$ cat config.mk
export PLATFORM = sky130hd
export DESIGN_NAME = boot_config_word_decode
export DESIGN_NICKNAME = d
export VERILOG_FILES = /design/src/hw/boot_config_word_decode.v
export VERILOG_INCLUDE_DIRS = /design/src /design/src/shared
export SDC_FILE = /design/constraint.sdc
export NUM_CORES = 1
export LEC_CHECK = 0
export BUFFER_PORTS_ARGS = -buffer_cell sky130_fd_sc_hd__buf_2
export CAP_MARGIN = 40
export CORE_UTILIZATION = 45
export CTS_CLUSTER_DIAMETER = 50
export CTS_CLUSTER_SIZE = 30
export DETAILED_ROUTE_END_ITERATION = 12
export PLACE_DENSITY = 0.8
export SLEW_MARGIN = 20
export SYNTH_ARGS = -nofsm -noshare
export SYNTH_HDL_FRONTEND = slang
export SYNTH_SLANG_ARGS = --single-unit
$ cat constraint.sdc
create_clock -name clk_sys_i -period 5.15 [get_ports clk_sys_i]
set_input_delay 0.515 -clock clk_sys_i [delete_from_list [all_inputs] [get_ports clk_sys_i]]
set_output_delay 0.515 -clock clk_sys_i [all_outputs]
set_load 0.01 [all_outputs]
$ cat src/shared/boot_config_word_decode_regs.vh
`ifndef BOOT_CONFIG_WORD_DECODE_REGS_VH
`define BOOT_CONFIG_WORD_DECODE_REGS_VH

// =============================================================
// Register byte offsets within the system register group.
`define CFG_CONTROL_OFS 16'hF200
`define DEV_IDENTITY_OFS 16'hF220
`define UNLOCK_KEY_OFS 16'hF230
`define BOOT_WORD0_OFS 16'hF240

// Alias sub-offsets: plain write, clear, set, invert.
`define ALIAS_PLAIN 2'h0
`define ALIAS_CLR 2'h1
`define ALIAS_SET 2'h2
`define ALIAS_INV 2'h3

// =============================================================
// Configuration control fields and reset value.
`define CC_TEST_OUT_BIT 0
`define CC_SPARE_BIT 1
`define CC_SCAN_PORT_BIT 3
`define CC_REMAP_FAULT_BIT 8
`define CC_MODULE_LOCK_BIT 12
`define CC_REMAP_LOCK_BIT 13
`define CC_RESET 32'h0000000B
`define CC_IMPL_MASK 32'h0000310B

// =============================================================
// Boot configuration word 0 fields.
`define BW_CODE_PROTECT_BIT 28
`define BW_BOOT_GUARD_BIT 24
`define BW_SOFT_CLEAR_BIT 23
`define BW_PGM_GUARD_HI 19
`define BW_PGM_GUARD_LO 12
`define BW_CHAN_HI 4
`define BW_CHAN_LO 3
`define BW_SCAN_PORT_BIT 2
`define BW_DEBUG_HI 1
`define BW_DEBUG_LO 0
`define BW_RESERVED_MASK 32'hEE700FE0
`define BW_DEBUG_FORCED 2'h3

// =============================================================
// Program flash write guard geometry.
`define PGM_GUARD_NONE 8'hFF
`define PGM_GUARD_MIN 8'hBF
`define PGM_MAX_PAGES 7'h40
`define PGM_PAGE_LSB 12
`define PGM_ADDR_W 18

`endif

$ cat src/hw/boot_config_word_decode.v
`timescale 1ns/1ns
`include "boot_config_word_decode_regs.vh"

// How it works
// - Code protect bit 28 low blocks external programmer flash access.
// - Boot guard bit 24 low refuses boot flash writes during execution.
// - Master clear pin gives system reset when bit 23 high, else power-on.
// - Field 19:12 is ones complement of guarded page count; all ones none.
// - Each step down guards another 4 KB page; codes below BF reserved.
// - Channel field codes 11,10,01,00 pick debug pin pairs one to four.
// - Bit 2 enables scan port and is copied into control register at load.
// - Debugger on while field bit 1 low; protection forces field to 11.
// - Identity is 4-bit revision over 28-bit identifier, both read-only.
// - Unimplemented bits read zero and ignore writes.
// - Control register resets to 000B with scan and test output set.
// - Offsets 4, 8 and C clear, set and toggle written one bits.
module boot_config_word_decode #(
  parameter [3:0] SILICON_REV = 4'h0,     // Arbitrary value.
  parameter [27:0] DEVICE_CODE = 28'h0000000 // Arbitrary value.
) (
  input wire clk_sys_i,
  input wire rstn_i,
  // APB slave.
  input wire psel_i,
  input wire penable_i,
  input wire pwrite_i,
  input wire [15:0] paddr_i,
  input wire [31:0] pwdata_i,
  output wire pready_o,
  output wire pslverr_o,
  output reg [31:0] prdata_o,
  // Nonvolatile memory read of the configuration word.
  output wire nvm_req_o,
  input wire nvm_ack_i,
  input wire [31:0] nvm_data_i,
  output wire load_done_o,
  // External programmer access gate.
  input wire prog_access_req_i,
  output wire prog_access_grant_o,
  output wire code_protect_en_o,
  // Boot and program flash write gates for code execution.
  input wire boot_wr_req_i,
  output wire boot_wr_allow_o,
  input wire pgm_wr_req_i,
  input wire [17:0] pgm_wr_addr_i,
  output wire pgm_wr_allow_o,
  output wire [6:0] pgm_guard_pages_o,
  // Master clear pin and the resets it produces.
  input wire master_clear_pin_n_i,
  output reg sys_reset_req_o,
  output reg por_req_o,
  // Debug and scan controls.
  output wire [3:0] debug_pin_pair_o,
  output wire debugger_en_o,
  output wire scan_port_enable_o,
  output wire test_out_enable_o,
  output wire pin_remap_lock_o,
  output wire module_disable_lock_o,
  input wire remap_fault_i,
  output wire cfg_reserved_err_o
);

  // ===========================================================
  // Functions.

  // Next value of a register for a plain, clear, set or invert write.
  // Code 0 is the plain write; 1, 2 and 3 are clear, set and invert.
  function [31:0] alias_apply;
    input [31:0] old_val;
    input [31:0] wdata;
    input [1:0] op;
    begin
      case (op)
        `ALIAS_CLR: alias_apply = old_val & ~wdata;
        `ALIAS_SET: alias_apply = old_val | wdata;
        `ALIAS_INV: alias_apply = old_val ^ wdata;
        default: alias_apply = wdata;
      endcase
    end
  endfunction

  // Number of guarded pages from the write guard code, capped at 64.
  function [6:0] guard_pages;
    input [7:0] code;
    reg [7:0] cnt;
    begin
      cnt = ~code;
      if (code < `PGM_GUARD_MIN) begin
        guard_pages = `PGM_MAX_PAGES;
      end else begin
        guard_pages = cnt[6:0];
      end
    end
  endfunction

  // ===========================================================
  // Configuration word load sequence.
  localparam [1:0] ST_IDLE = 2'h0;
  localparam [1:0] ST_REQ = 2'h1;
  localparam [1:0] ST_DONE = 2'h2;

  reg [1:0] load_st_ff;
  reg [1:0] nxt_load_st;
  reg [31:0] boot_word_ff;

  // The load walks from idle to request to done once per reset.
  // A second load needs a new reset; late acknowledges are ignored.
  always @* begin
    nxt_load_st = load_st_ff;
    case (load_st_ff)
      ST_IDLE: nxt_load_st = ST_REQ;
      ST_REQ: begin
        if (nvm_ack_i) begin
          nxt_load_st = ST_DONE;
        end
      end
      ST_DONE: nxt_load_st = ST_DONE;
      default: nxt_load_st = ST_IDLE;
    endcase
  end

  always @(posedge clk_sys_i or negedge rstn_i) begin
    if (!rstn_i) begin
      load_st_ff <= ST_IDLE;
    end else begin
      load_st_ff <= nxt_load_st;
    end
  end

  // The word is captured once; software has no write path to it.
  // Until then it reads as all ones, the state of an erased word.
  always @(posedge clk_sys_i or negedge rstn_i) begin
    if (!rstn_i) begin
      boot_word_ff <= 32'hFFFFFFFF;
    end else if (load_st_ff == ST_REQ && nvm_ack_i) begin
      boot_word_ff <= nvm_data_i;
    end
  end

  wire loaded = (load_st_ff == ST_DONE);
  wire load_hit = (load_st_ff == ST_REQ) && nvm_ack_i;
  assign nvm_req_o = (load_st_ff == ST_REQ);
  assign load_done_o = loaded;

  // ===========================================================
  // Decode of the configuration word.

  // Protection is active low in the word; until loaded, act protected.
  // The registered copy lags the load by one cycle and stays set
  // through it, so a programmer is never granted early.
  wire cp_en = ~boot_word_ff[`BW_CODE_PROTECT_BIT] | ~loaded;
  reg cp_en_ff;
  assign code_protect_en_o = cp_en_ff;
  assign prog_access_grant_o = prog_access_req_i & ~cp_en_ff;

  // Boot flash writes pass only while the guard bit is one.
  assign boot_wr_allow_o = boot_wr_req_i & loaded &
                           boot_word_ff[`BW_BOOT_GUARD_BIT];

  // Program flash pages below the guard count are refused. Before the
  // load every page counts as guarded, so the registered count never
  // shows a stale zero in the cycle in which the word arrives.
  wire [6:0] pages = loaded ? guard_pages(
    boot_word_ff[`BW_PGM_GUARD_HI:`BW_PGM_GUARD_LO]) :
    `PGM_MAX_PAGES;
  reg [6:0] pages_ff;
  wire [5:0] wr_page = pgm_wr_addr_i[`PGM_ADDR_W-1:`PGM_PAGE_LSB];
  wire page_guarded = ({1'b0, wr_page} < pages_ff);
  assign pgm_guard_pages_o = pages_ff;
  assign pgm_wr_allow_o = pgm_wr_req_i & loaded & ~page_guarded;

  // One-hot pin pair: code 11 is pair one, code 00 is pair four.
  wire [1:0] chan = boot_word_ff[`BW_CHAN_HI:`BW_CHAN_LO];
  wire [1:0] pair_idx = ~chan;
  wire [3:0] pair_dec = 4'h1 << pair_idx;
  reg [3:0] pair_ff;
  assign debug_pin_pair_o = pair_ff;

  // Code protection overrides the debugger field to disabled.
  wire [1:0] dbg_field = cp_en ? `BW_DEBUG_FORCED :
                         boot_word_ff[`BW_DEBUG_HI:`BW_DEBUG_LO];
  reg dbg_en_ff;
  assign debugger_en_o = dbg_en_ff;

  // Reserved positions that a programmer left at zero are flagged.
  // The flag only reports; decoding goes on with the word as read.
  wire rsv_err = loaded &
    ((boot_word_ff & `BW_RESERVED_MASK) != `BW_RESERVED_MASK);
  reg rsv_err_ff;
  assign cfg_reserved_err_o = rsv_err_ff;

  // Status outputs come from flops. Reset values are the most
  // restrictive ones: protected, every page guarded, debugger off.
  always @(posedge clk_sys_i or negedge rstn_i) begin
    if (!rstn_i) begin
      cp_en_ff <= 1'b1;
      pages_ff <= `PGM_MAX_PAGES;
      pair_ff <= 4'h1;
      dbg_en_ff <= 1'b0;
      rsv_err_ff <= 1'b0;
    end else begin
      cp_en_ff <= cp_en;
      pages_ff <= pages;
      pair_ff <= pair_dec;
      dbg_en_ff <= ~dbg_field[1];
      rsv_err_ff <= rsv_err;
    end
  end

  // ===========================================================
  // Master clear pin: three-stage synchroniser and reset choice.
  reg [2:0] master_clear_pin_sync_ff;
  reg master_clear_pin_state_ff;

  // Stage 0 may settle late; only stage 1 ever reads it.
  always @(posedge clk_sys_i or negedge rstn_i) begin
    if (!rstn_i) begin
      master_clear_pin_sync_ff <= 3'h7;
    end else begin
      master_clear_pin_sync_ff <= {master_clear_pin_sync_ff[1:0], master_clear_pin_n_i};
    end
  end

  // A change counts only when the second and third stages agree.
  always @(posedge clk_sys_i or negedge rstn_i) begin
    if (!rstn_i) begin
      master_clear_pin_state_ff <= 1'b1;
    end else if (master_clear_pin_sync_ff[1] == master_clear_pin_sync_ff[2]) begin
      master_clear_pin_state_ff <= master_clear_pin_sync_ff[2];
    end
  end

  // The filtered level falls: the pin has been pressed.
  wire master_clear_pin_fall = master_clear_pin_state_ff & (master_clear_pin_sync_ff[1] == master_clear_pin_sync_ff[2]) &
                   ~master_clear_pin_sync_ff[2];

  // One-cycle pulse of the reset kind that the soft clear bit selects.
  always @(posedge clk_sys_i or negedge rstn_i) begin
    if (!rstn_i) begin
      sys_reset_req_o <= 1'b0;
      por_req_o <= 1'b0;
    end else begin
      sys_reset_req_o <= master_clear_pin_fall &
                         boot_word_ff[`BW_SOFT_CLEAR_BIT];
      por_req_o <= master_clear_pin_fall & ~boot_word_ff[`BW_SOFT_CLEAR_BIT];
    end
  end

  // ===========================================================
  // APB register access.
  reg [31:0] cfg_ctrl_ff;
  reg [31:0] unlock_key_ff;

  wire [15:0] base = {paddr_i[15:4], 4'h0};
  wire [1:0] op = paddr_i[3:2];
  wire hit_cc = (base == `CFG_CONTROL_OFS);
  wire hit_key = (base == `UNLOCK_KEY_OFS);
  wire hit_id = (paddr_i == `DEV_IDENTITY_OFS);
  wire hit_bw = (paddr_i == `BOOT_WORD0_OFS);
  wire mapped = hit_cc | hit_key | hit_id | hit_bw;
  wire ro_hit = hit_id | hit_bw;
  wire aligned = (paddr_i[1:0] == 2'h0);
  wire access = psel_i & penable_i;
  // A refused write must leave the registers alone, so the alignment
  // that raises the error also gates the write strobes.
  wire wr_cc = access & pwrite_i & hit_cc & aligned;
  wire wr_key = access & pwrite_i & hit_key & aligned;

  // Zero wait states; unmapped or misaligned accesses and read-only
  // writes answer with an error.
  assign pready_o = 1'b1;
  assign pslverr_o = access & (~mapped | (pwrite_i & ro_hit) | ~aligned);

  // Control register, with the scan enable taken from the word at load.
  // Remap fault is set by hardware and wins over a software clear.
  wire [31:0] cc_written = alias_apply(cfg_ctrl_ff, pwdata_i, op);
  reg [31:0] nxt_cfg_ctrl;

  always @* begin
    nxt_cfg_ctrl = cfg_ctrl_ff;
    if (wr_cc) begin
      nxt_cfg_ctrl = cc_written & `CC_IMPL_MASK;
    end
    if (load_hit) begin
      // The loaded scan enable wins over a write in the same cycle.
      nxt_cfg_ctrl[`CC_SCAN_PORT_BIT] =
        nvm_data_i[`BW_SCAN_PORT_BIT];
    end
    if (remap_fault_i) begin
      nxt_cfg_ctrl[`CC_REMAP_FAULT_BIT] = 1'b1; // Set wins over clear.
    end
  end

  always @(posedge clk_sys_i or negedge rstn_i) begin
    if (!rstn_i) begin
      cfg_ctrl_ff <= `CC_RESET;
    end else begin
      cfg_ctrl_ff <= nxt_cfg_ctrl;
    end
  end

  // System key is a plain word with the same alias writes.
  // The key has no unlock sequence of its own here.
  always @(posedge clk_sys_i or negedge rstn_i) begin
    if (!rstn_i) begin
      unlock_key_ff <= 32'h00000000;
    end else if (wr_key) begin
      unlock_key_ff <= alias_apply(unlock_key_ff, pwdata_i, op);
    end
  end

  assign scan_port_enable_o = cfg_ctrl_ff[`CC_SCAN_PORT_BIT];
  assign test_out_enable_o = cfg_ctrl_ff[`CC_TEST_OUT_BIT];
  assign pin_remap_lock_o = cfg_ctrl_ff[`CC_REMAP_LOCK_BIT];
  assign module_disable_lock_o = cfg_ctrl_ff[`CC_MODULE_LOCK_BIT];

  // Read data is captured in the setup cycle and held for the access.
  // A write leaves the last read data in place.
  reg [31:0] rd_mux;

  always @* begin
    // Unmapped addresses read zero.
    rd_mux = 32'h00000000;
    if (hit_cc) begin
      rd_mux = cfg_ctrl_ff;
    end else if (hit_key) begin
      rd_mux = unlock_key_ff;
    end else if (hit_id) begin
      rd_mux = {SILICON_REV, DEVICE_CODE};
    end else if (hit_bw) begin
      rd_mux = boot_word_ff;
    end
  end

  always @(posedge clk_sys_i or negedge rstn_i) begin
    if (!rstn_i) begin
      prdata_o <= 32'h00000000;
    end else if (psel_i & ~penable_i & ~pwrite_i) begin
      prdata_o <= rd_mux;
    end
  end

endmodule // boot_config_word_decode

# Word-level counts from Yosys, hierarchy flattened
# Index checks and enable logic that the tools add are counted.
# totals
in_bits	109
ff_bits	124
out_inout_bits	59
wordCells	97
# classes
n_eq_ne	12
n_reduce_logical	5
n_shift	1
order_cmp	2
mux	14
n_bitwise	47
# op_table
cell	count
$mux 32	4
$pmux 32 s3	1
$pmux 14 s3	1
$and 32x32->32	1
$eq 16x16->1 const B	2
$not 32->32	1
$or 32x32->32	1
$xor 32x32->32	1
$eq 12x12->1 const B	2
$and 1x1->1	20
$ne 16x16->1 const B	1
$and 14x14->14	1
$mux 7	2
$or 14x14->14	1
$xor 14x14->14	1
$not 1->1	11
$mux 9	1
$lt 8x8->1 const B	1
$lt 6x7->1	1
$not 7->7	1
$or 1x1->1	7
$eq 2x2->1 const B	3
$pmux 2 s3	1
$eq 2x1->1 const B	2
9 further kinds	13

# Depth between registers and ports, before layout
# Gate-level depths: netlist of run 1.
# logic_depth
ltp_word	8
depth_mapped	7
depth_no_buf	6

# Worst setup path before layout of run 1
# OpenSTA, ideal clock, no wires.
# synth_path
kind	input to output
start	input paddr_i[8]
end	output pslverr_o
stages	4
setup_slack_ns	2.940
t_arrival_ns	1.695
required_ns	4.635
n_path_buf	1
cell_sequence	or4b_1 -> nor2_4 -> buf_2 -> a31oi_1
# synth_between
elab_chain_cells	8
word_cells_on_any_way	13
cone_classes	4 x eq/ne; 9 x bitwise
# synth_lines
element	line	rtl
start: declaration	boot_config_word_decode.v:27	input wire [15:0] paddr_i,
$eq 12x12->1 (no line)	--	
$or 1x1->1 (3 in a row)	boot_config_word_decode.v:260	wire mapped = hit_cc | hit_key | hit_id | hit_bw;
$not 1->1	boot_config_word_decode.v:272	assign pslverr_o = access & (~mapped | (pwrite_i & ro_hit) | ~aligned);
$or 1x1->1 (*) (2 in a row)	boot_config_word_decode.v:272	
$and 1x1->1 (*)	boot_config_word_decode.v:272	
end: declaration	boot_config_word_decode.v:30	output wire pslverr_o,
# Mark *: on every way between the ends. The rest lies on a longest branch, timed or not.

# Final worst setup path of run 1
# Ends and elaborated chain as after synthesis.

==> impl_metrics.env, run 1 <==
export IMPL_synth_top_area_share_pct=26.91
export IMPL_finalCritPeriodShare_pct=54.61
export IMPL_grt_pass1_vias=5929
export IMPL_synthTopCellsByArea="dfrtp_1 (27%), dfstp_2 (14%), ha_1 (14%)"
export IMPL_synth_seq_area_share_pct=41.38
export IMPL_syn_instance_count=698
export IMPL_start_util_pct=45.99
export IMPL_synth_ff_type="dfrtp_1"
export IMPL_cts_tree="yes"
export IMPL_drc=0
export IMPL_syn_area_um2=7626
export IMPL_wl_met1_um=8142
export IMPL_critPathLaunchType="input pin"
export IMPL_rsz0062_at_grt="false"
export IMPL_async_flop_share_pct=100.0
export IMPL_ctsRootBufferMaster="clkbuf_16"
export IMPL_tightest_slew_ns=0.8244
export IMPL_top_layer_used="met4"
export IMPL_worst_clock_skew_ns=0.009559
export IMPL_placed_cells=1039
export IMPL_powerDensity_nw_per_um2=347.3
export IMPL_crit_required_ns=4.64
export IMPL_ant_nets=0
export IMPL_outcome="finished clean"
export IMPL_grt_total_usage_pct=23.11
export IMPL_cts_buffer_depth=2
export IMPL_leakagePower_uw=0.004312
export IMPL_clk_latency_ns=0.43
export IMPL_vdd_drop_max_v=0.0002153
export IMPL_portBuffers=154
export IMPL_tns_ns=0
export IMPL_post_drt_wl_per_cell_um=17.68
export IMPL_grt_pass1_wl_um=30900
export IMPL_routed_wl_um=18930
export IMPL_routed_via_density=5.485
export IMPL_worstSetupPathType="input pin to output pin"
export IMPL_synth_cell_types=50
export IMPL_drt_iter0_markers=367
export IMPL_chipHeight_um=132.2
export IMPL_cts_clk_slew_worst_paths_ns=0.06
export IMPL_drive_above_1_share_pct=39.48
export IMPL_hold_viol=0
export IMPL_utilization_pct=55.17
export IMPL_synth_warnings=0
export IMPL_min_period_ns=2.812
export IMPL_post_cts_resized=0
export IMPL_syn2layout_area_growth_pct=19.97
export IMPL_nNetsFinal=1031
export IMPL_n_fill_cell=1425
export IMPL_postCtsSetupBuffers=0
export IMPL_cp_end_kind="output pin"
export IMPL_core_um2=16580
export IMPL_met2_length_um=9258
export IMPL_cts_sinks=124
export IMPL_hp_class="input pin to asynchronous set/reset pin"
export IMPL_setup_violations_final=0
export IMPL_drtPass1Iterations=5
export IMPL_synth_edff_count=0
export IMPL_antenna_found_initial=0
export IMPL_grt_max_degree=59
export IMPL_numCtsBuffers=17
export IMPL_dp_hpwl_um=12980
export IMPL_syn_num_nets=891
export IMPL_ys_ff_latch=124
export IMPL_place_congestion=0.7242
export IMPL_cp_arrival_ns=2.30
export IMPL_slew_headroom_pct=44.91
export IMPL_avgSynthCellArea_um2=10.93
export IMPL_design_die_area_um2=17470
export IMPL_synth_top_area_cell="dfrtp_1"
export IMPL_dr_total_vias=5874
export IMPL_whs_ns=0.05549
export IMPL_wl_met3_um=1177
export IMPL_cts_hold_buf=0
export IMPL_rows=47
export IMPL_cts_max_level=4
export IMPL_clock_fmax_ghz=0.3556
export IMPL_report_final_slew_viol_count=0
export IMPL_crit_fanout=28
export IMPL_diodes=0
export IMPL_power_uw=3177
export IMPL_ios=168
export IMPL_die_x_um=132.2
export IMPL_grt_ovfl_total=0
export IMPL_instances_no_fill=1071
export IMPL_max_cap_violations=0
-- cells in the mapped netlist (all sizes together) (13+ instances only) --
cell	number
a21oi	13
a32oi	26
buf	23
clkbuf	19
dfrtp	82
dfstp	42
ha	84
inv	116
mux2	31
mux4	38
nand2	41
nand3	45
nor2	23
o21ai	65
-- routing by layer --
layer	global-route usage, %	up-vias
met3	4.921	33
met2	37.89	231
met5	0	-
met1	30.30	2885
met4	8.301	0
li1	-	2725
-- sequential cells by signal, summed over array words and instances, names as in the netlist --
register / flops
boot_word_ff: 32
code_protect_en_o: 1
prdata_o: 32
master_clear_pin_state_ff: 1
debugger_en_o: 1
debug_pin_pair_o: 4
unlock_key_ff: 32
load_st_ff: 2
sys_reset_req_o: 1
master_clear_pin_sync_ff: 3
por_req_o: 1
cfg_ctrl_ff: 6
pgm_guard_pages_o: 7
cfg_reserved_err_o: 1
-- through the flow --
stage / area [um^2] / setup WS (ns)
3_5_place_dp: 8571 / 2.338
5_1_grt: 9149 / 2.225
4_1_cts: 9149 / 2.333
3_3_place_gp: 8514 / 2.298
2_1_floorplan: 7626 / 2.940
6_report: 9149 / 2.338
-- critical path, stage by stage --
cell	delay (ns)
buf_2	0.09
or4b_1	0.67
nor2_4	0.68
a31oi_1	0.16
buf_2	0.18
-- cells in the final DEF (no fill, tap or decap), types with 2 or more instances in the layout --
master and count:
a21oi_1 13, a32oi_1 26, and2_2 2, and4_1 2, buf_16 2, buf_2 153, buf_4 8, clkbuf_16 17
clkbuf_8 3, clkinv_2 3, clkinvlp_4 3, dfrtp_1 82, dfstp_2 42, ha_1 84, inv_1 116, inv_6 4
mux2_2 31, mux4_2 38, nand2_1 41, nand2b_1 2, nand3_1 44, nand4_1 7, nor2_1 21, nor2b_1 3
nor3_1 2, o211ai_1 2, o21ai_0 43, o21ai_1 2, o21ai_2 20, o31ai_1 7, or2_2 2
-- path summary, 6_finish.rpt --
path | from | to | slack [ns] | depth (start not counted)
min in group clk_sys_i | master_clear_pin_n_i | master_clear_pin_sync_ff[0] | 0.19 | 1
max | paddr_i[8] | pslverr_o | 2.34 | 5
max reg2reg | load_st_ff[1] | boot_word_ff[8] | 3.36 | 5
min | rstn_i | sys_reset_req_o | 0.06 | 1
min reg2reg | master_clear_pin_sync_ff[0] | master_clear_pin_sync_ff[1] | 0.35 | 0
max in group asynchronous | rstn_i | unlock_key_ff[21] | 4.10 | 2
-- power breakdown --
part | total (uW) | leakage, uW | internal, uW | switching (uW)
combinational | 579 | 0.00264 | 302 | 277
sequential | 1430 | 0.00139 | 1260 | 168
clock | 1170 | 0.000280 | 705 | 464
-- cell families after synthesis --
kind of cell | Yosys count | share of synthesized area (%)
AOI/OAI and AO/OA | 120 | 10.75
xor gates and xnor gates | 1 | 0.1149
adders and majority gates | 85 | 13.91
buffers and inverters | 158 | 8.597
DFF | 124 | 41.38
muxes | 70 | 15.93
other | 1 | 0.04917
and+or+nand+nor | 139 | 9.270
-- layout make-up --
cell class	instances	area, um^2	share of cell area, %
inverter	116	435.4	4.759
tap	220	275.3	3.009
clock inverter	12	111.4	1.217
clock buffer	20	466.7	5.101
sequential	124	3156	34.49
timing repair buffer	163	880.8	9.628
multi-input combinational	416	3824	41.79
(Power assumes the default switching activity.)
==> inputs of run 2 (changes only) <==
==> constraint.sdc (replaced) <==
create_clock -name clk_sys_i -period 2.7 [get_ports clk_sys_i]
set_input_delay 0.27 -clock clk_sys_i [delete_from_list [all_inputs] [get_ports clk_sys_i]]
set_output_delay 0.27 -clock clk_sys_i [all_outputs]
set_load 0.01 [all_outputs]
==> run 2 against run 1 <==
- final area increased by 0.79%
- die area stayed put
- critical path depth grew 1
- worst hold slack better by 0.030 ns
- first-iteration DRC count down 0.54%
- largest cell class unchanged
- highest routed layer unchanged
==> impl_metrics.env, run 2 (synthesis results as in run 1) <==
export IMPL_outcome="finished clean"
export IMPL_cts_clk_slew_worst_paths_ns=0.06
export IMPL_crit_fanout=2
export IMPL_internal_power_uw=4380
export IMPL_drive_above_1_share_pct=39.77
export IMPL_ctsRootBufferMaster="clkbuf_16"
export IMPL_design_die_area_um2=17470
export IMPL_worstSetupPathType="register to output pin"
export IMPL_diodes=0
export IMPL_postCtsSetupBuffers=0
export IMPL_worst_clock_skew_ns=0.005083
export IMPL_power_switching_uw=1699
export IMPL_crit_slowest_cell="a2111oi_0"
export IMPL_tns_ns=0
export IMPL_cp_slowest_stage_delay_ns=0.37
export IMPL_cp_arrival_ns=1.84
export IMPL_setup_violations_final=0
export IMPL_dr_total_vias=5889
export IMPL_clock_fmax_ghz=0.4746
export IMPL_min_period_ns=2.107
export IMPL_pwr_share_seq_pct=44.7
export IMPL_grt_ovfl_total=0
export IMPL_pwr_share_clk_pct=37.4
export IMPL_layout_common_cells="buf_2 (153), inv_1 (116), ha_1 (84)"
export IMPL_ant_nets=0
export IMPL_grt_pass1_wl_um=30460
export IMPL_cp_end_kind="output pin"
export IMPL_ios=168
export IMPL_drt_iter0_markers=365
export IMPL_powerDensity_nw_per_um2=659.2
export IMPL_post_drt_wl_per_cell_um=17.19
export IMPL_grt_pass1_vias=5871
export IMPL_dp_hpwl_um=13070
export IMPL_switching_share_pct=27.95
export IMPL_nNetsFinal=1040
export IMPL_reg_top3="boot_word_ff: 32 flops, prdata_o: 32 flops, unlock_key_ff: 32 flops"
export IMPL_start_util_pct=45.99
export IMPL_place_congestion=0.7497
export IMPL_clk_latency_ns=0.42
export IMPL_finalCritPeriodShare_pct=78.04
export IMPL_whs_ns=0.08518
export IMPL_cts_sinks=124
export IMPL_routed_wl_um=18560
export IMPL_core_um2=16580
export IMPL_leakagePower_uw=0.004345
export IMPL_chipHeight_um=132.2
export IMPL_rsz0062_at_grt="false"
export IMPL_use_met1_pct=30.23
export IMPL_drc=0
export IMPL_met3_usage_pct=4.652
export IMPL_cts_max_level=4
export IMPL_numCtsBuffers=17
export IMPL_dpl_cell_area_um2=8607
export IMPL_max_cap_violations=0
export IMPL_grt_total_usage_pct=22.56
export IMPL_slew_headroom_pct=61.04
export IMPL_path_cells="inv_1, ha_1, a211o_1, o211ai_1, a2111oi_0, buf_2"
export IMPL_portBuffers=154
export IMPL_drtPass1Iterations=5
export IMPL_vdd_drop_max_v=0.0004487
export IMPL_hp_class="input pin to register"
export IMPL_report_final_slew_viol_count=0
export IMPL_hold_viol=0
export IMPL_rows=47
export IMPL_syn2layout_area_growth_pct=20.92
export IMPL_die_x_um=132.2
export IMPL_cts_tree="yes"
export IMPL_crit_required_ns=2.43
export IMPL_tightest_slew_ns=0.5843
export IMPL_crit_buf_inv=2
export IMPL_grt_max_degree=80
export IMPL_top_usage_layer="met2"
export IMPL_p_comb_share_pct=17.9
export IMPL_critPathLaunchType="register"
export IMPL_antenna_found_initial=0
export IMPL_critPathTopFamily="compound AO/OA/AOI/OAI gates"
export IMPL_routed_via_density=5.453
export IMPL_fin_area_um2=9221
export IMPL_cts_buffer_depth=2
export IMPL_final_common_cell="buf_2"
export IMPL_grt_use_met2_pct=36.86
==> run 2: stage by stage <==
stage | power [uW] | std cells | utilization, % | setup WS [ns]
5_1_grt | 6371 | 1080 | 55.61 | 0.4667
6_report | 6079 | 1080 | 55.61 | 0.5930
3_5_place_dp | 3842 | 1046 | 51.90 | 0.4841
2_1_floorplan | 3352 | 698 | - | 0.8680
3_3_place_gp | 3775 | 1046 | 51.90 | 0.5104
4_1_cts | 6141 | 1080 | 55.61 | 0.5498
==> run 2: worst paths after layout <==
kind | from | endpoint | slack, ns | cells past startpoint
worst max-delay path | pgm_guard_pages_o[1] | pgm_wr_allow_o | 0.59 | 6
worst min-delay path | nvm_data_i[4] | boot_word_ff[4] | 0.09 | 2
worst max register to register | load_st_ff[1] | boot_word_ff[10] | 0.95 | 5
worst min register to register | master_clear_pin_sync_ff[0] | master_clear_pin_sync_ff[1] | 0.36 | 0
max in group asynchronous | rstn_i | boot_word_ff[8] | 1.78 | 3
min in group asynchronous | rstn_i | sys_reset_req_o | 0.18 | 2
==> run 2: cell type report <==
cell class              instances  area [um^2]
well taps                     220        275.3
clock buffers                  19        452.9
repair buffers                172        938.4
fillers                      1434         7362
clock inverters                13        141.4
multi-input cells             416         3822
flip-flops and latches        124         3156
inverters                     116        435.4
==> run 2: per-layer routing <==
metal | vias up | share of wire, % | routed length [um]
met2 | 207 | 49 | 9055
met5 | - | 0 | 0
met4 | 0 | 1.4 | 251
li1 | 2747 | - | -
met1 | 2914 | 44 | 8240
met3 | 21 | 5.5 | 1014
==> run 2: repair_timing <==
action / 4_1_cts / 5_1_grt
resized for setup: 0 / 0
hold endpoints to repair: 83 / 0
hold buffers: 2 / 0
==> run 2: power by group through the flow <==
stage	registers [uW]	logic [uW]	clock network, uW
after global placement	2730	1050	0
after floorplan	2650	701	0
after global routing	2770	1210	2390
after detailed placement	2750	1100	0
after CTS	2720	1110	2310
final	2720	1090	2270
==> run 2: worst reg2reg max path, cell delays in order (launching register included) <==
cell and delay (ns):
dfrtp_1 0.38, inv_1 0.10, ha_1 0.19, and2_2 0.14, buf_4 0.44, mux2_2 0.42
==> inputs of run 3 (changes only) <==
==> constraint.sdc (replaced) <==
create_clock -name clk_sys_i -period 2.2 [get_ports clk_sys_i]
set_input_delay 0.22 -clock clk_sys_i [delete_from_list [all_inputs] [get_ports clk_sys_i]]
set_output_delay 0.22 -clock clk_sys_i [all_outputs]
set_load 0.01 [all_outputs]
==> run 3 against run 2 <==
- count of clock-buffer cells in the layout increased by 1
- die area unchanged
- first-iteration DRC count rose by 6.8%
- clock power grew 18%
- core utilization rose by 0.35 points
- clock skew grew 0.0017 ns
- worst hold slack got worse by 0.054 ns
- global-route usage is 0.098 points lower
- critical path type unchanged
- critical endpoint unchanged
==> impl_metrics.env, run 3 (synthesis results as in run 1) <==
export IMPL_outcome="finished clean"
export IMPL_rows=47
export IMPL_hold_viol=0
export IMPL_use_met1_pct=29.00
export IMPL_drtPass1Iterations=5
export IMPL_place_congestion=0.7533
export IMPL_core_um2=16580
export IMPL_chipHeight_um=132.2
export IMPL_grt_total_usage_pct=22.46
export IMPL_drive_above_1_share_pct=39.72
export IMPL_grt_use_met2_pct=37.39
export IMPL_ant_nets=0
export IMPL_nNetsFinal=1041
export IMPL_n_fill_cell=1414
export IMPL_critPathLaunchType="register"
export IMPL_clock_fmax_ghz=0.4888
export IMPL_cts_clk_slew_worst_paths_ns=0.06
export IMPL_dpl_cell_area_um2=8690
export IMPL_cp_end_kind="output pin"
export IMPL_cp_arrival_ns=1.83
export IMPL_diodes=0
export IMPL_dr_total_vias=5901
export IMPL_final_common_cell="buf_2"
export IMPL_tns_ns=0
export IMPL_tightest_slew_ns=0.6699
export IMPL_drc=0
export IMPL_crit_required_ns=1.98
export IMPL_reg_top3="boot_word_ff: 32 flops, prdata_o: 32 flops, unlock_key_ff: 32 flops"
export IMPL_grt_pass1_wl_um=30190
export IMPL_cts_max_level=4
export IMPL_ctsRootBufferMaster="clkbuf_16"
export IMPL_syn2layout_area_growth_pct=21.69
export IMPL_die_x_um=132.2
export IMPL_grt_ovfl_total=0
export IMPL_postCtsSetupBuffers=0
export IMPL_routed_via_density=5.459
export IMPL_worst_clock_skew_ns=0.006784
export IMPL_post_cts_resized=0
export IMPL_max_cap_violations=0
export IMPL_slew_headroom_pct=55.34
export IMPL_worstSetupPathType="register to output pin"
export IMPL_clk_latency_ns=0.42
export IMPL_cts_sinks=124
export IMPL_report_final_slew_viol_count=0
export IMPL_powerDensity_nw_per_um2=797.1
export IMPL_layout_common_cells="buf_2 (153), inv_1 (116), ha_1 (84)"
export IMPL_leakagePower_uw=0.004363
export IMPL_finalCritPeriodShare_pct=92.99
export IMPL_met3_usage_pct=4.537
export IMPL_portBuffers=154
export IMPL_crit_fanout=2
export IMPL_top_usage_layer="met2"
export IMPL_antenna_found_initial=0
export IMPL_setup_violations_final=0
export IMPL_hp_class="input pin to register"
export IMPL_ios=168
export IMPL_drt_iter0_markers=390
export IMPL_fin_area_um2=9280
export IMPL_routed_wl_um=18620
export IMPL_rsz0062_at_grt="false"
export IMPL_vdd_drop_max_v=0.0005343
export IMPL_cts_tree="yes"
export IMPL_start_util_pct=45.99
export IMPL_grt_pass1_vias=5890
export IMPL_dp_hpwl_um=12890
export IMPL_grt_max_degree=125
export IMPL_min_period_ns=2.046
export IMPL_cts_buffer_depth=2
export IMPL_numCtsBuffers=17
export IMPL_post_drt_wl_per_cell_um=17.22
export IMPL_design_die_area_um2=17470
[run 3: cell count changes in the layout (fill, tap and decap cells not counted), sizes merged]
cell,before,now
clkbuf,19,20
bufinv,2,1
clkinvlp,6,4
clkinv,3,5
buf,170,171
[run 3: report_power, final]
part / switching [uW] / total (uW) / internal, uW
clock network: 1060 / 2680 / 1620
logic: 657 / 1380 / 723
registers: 386 / 3340 / 2950
total: 2100 / 7400 / 5300
[run 3: final timing paths]
| kind | from | to | slack (ns) | cells after the start |
|---|---|---|---|---|
| max | pgm_guard_pages_o[1] | pgm_wr_allow_o | 0.15 | 6 |
| max reg2reg | cfg_ctrl_ff[3] | cfg_ctrl_ff[3] | 0.51 | 5 |
| min reg2reg | master_clear_pin_sync_ff[0] | master_clear_pin_sync_ff[1] | 0.36 | 0 |
| min | nvm_data_i[7] | boot_word_ff[7] | 0.03 | 2 |
| max in group asynchronous | rstn_i | prdata_o[7] | 1.25 | 3 |
| min in group asynchronous | rstn_i | unlock_key_ff[26] | 0.44 | 3 |
[run 3: worst max-delay path, stage by stage, from the launching register on]
cell,delay [ns]
dfrtp_1,0.34
inv_1,0.04
ha_1,0.26
a211o_1,0.11
o211ai_1,0.10
a2111oi_0,0.37
buf_2,0.19
[run 3: layout make-up]
class / count / area [um^2] / area share, %
Timing Repair Buffer: 173 / 1021 / 11.00
Multi-Input combinational cell: 416 / 3822 / 41.19
Clock inverter: 12 / 113.9 / 1.227
Sequential cell: 124 / 3156 / 34.00
Clock buffer: 20 / 456.7 / 4.921
Tap cell: 220 / 275.3 / 2.966
Inverter: 116 / 435.4 / 4.692
[run 3: repair_timing]
action / in CTS / in global routing
hold buffers: 2 / 0
endpoints found under the setup margin: 0 / 0
endpoints found under the hold margin: 83 / 0
[run 3: per-stage QoR]
step	cells	worst slack (ns)	power [uW]	hold slack [ns]	util, %
floorplan	698	0.3791	4113	-0.07559	-
global placement	1047	0.2458	4666	0.3361	52.40
detailed placement	1047	0.2128	4743	0.3351	52.40
CTS	1081	0.1204	7451	0.01777	55.96
global route	1081	0.05006	7750	0.02201	55.96
finish	1081	0.1542	7397	0.03168	55.96
[run 3: layer usage]
layer / vias up / wire [um] / part of all wire [%]
met5: - / 0 / 0
met4: 0 / 385 / 2.1
met3: 29 / 1051 / 5.6
met2: 208 / 9182 / 49
met1: 2924 / 7997 / 43
li1: 2740 / - / -
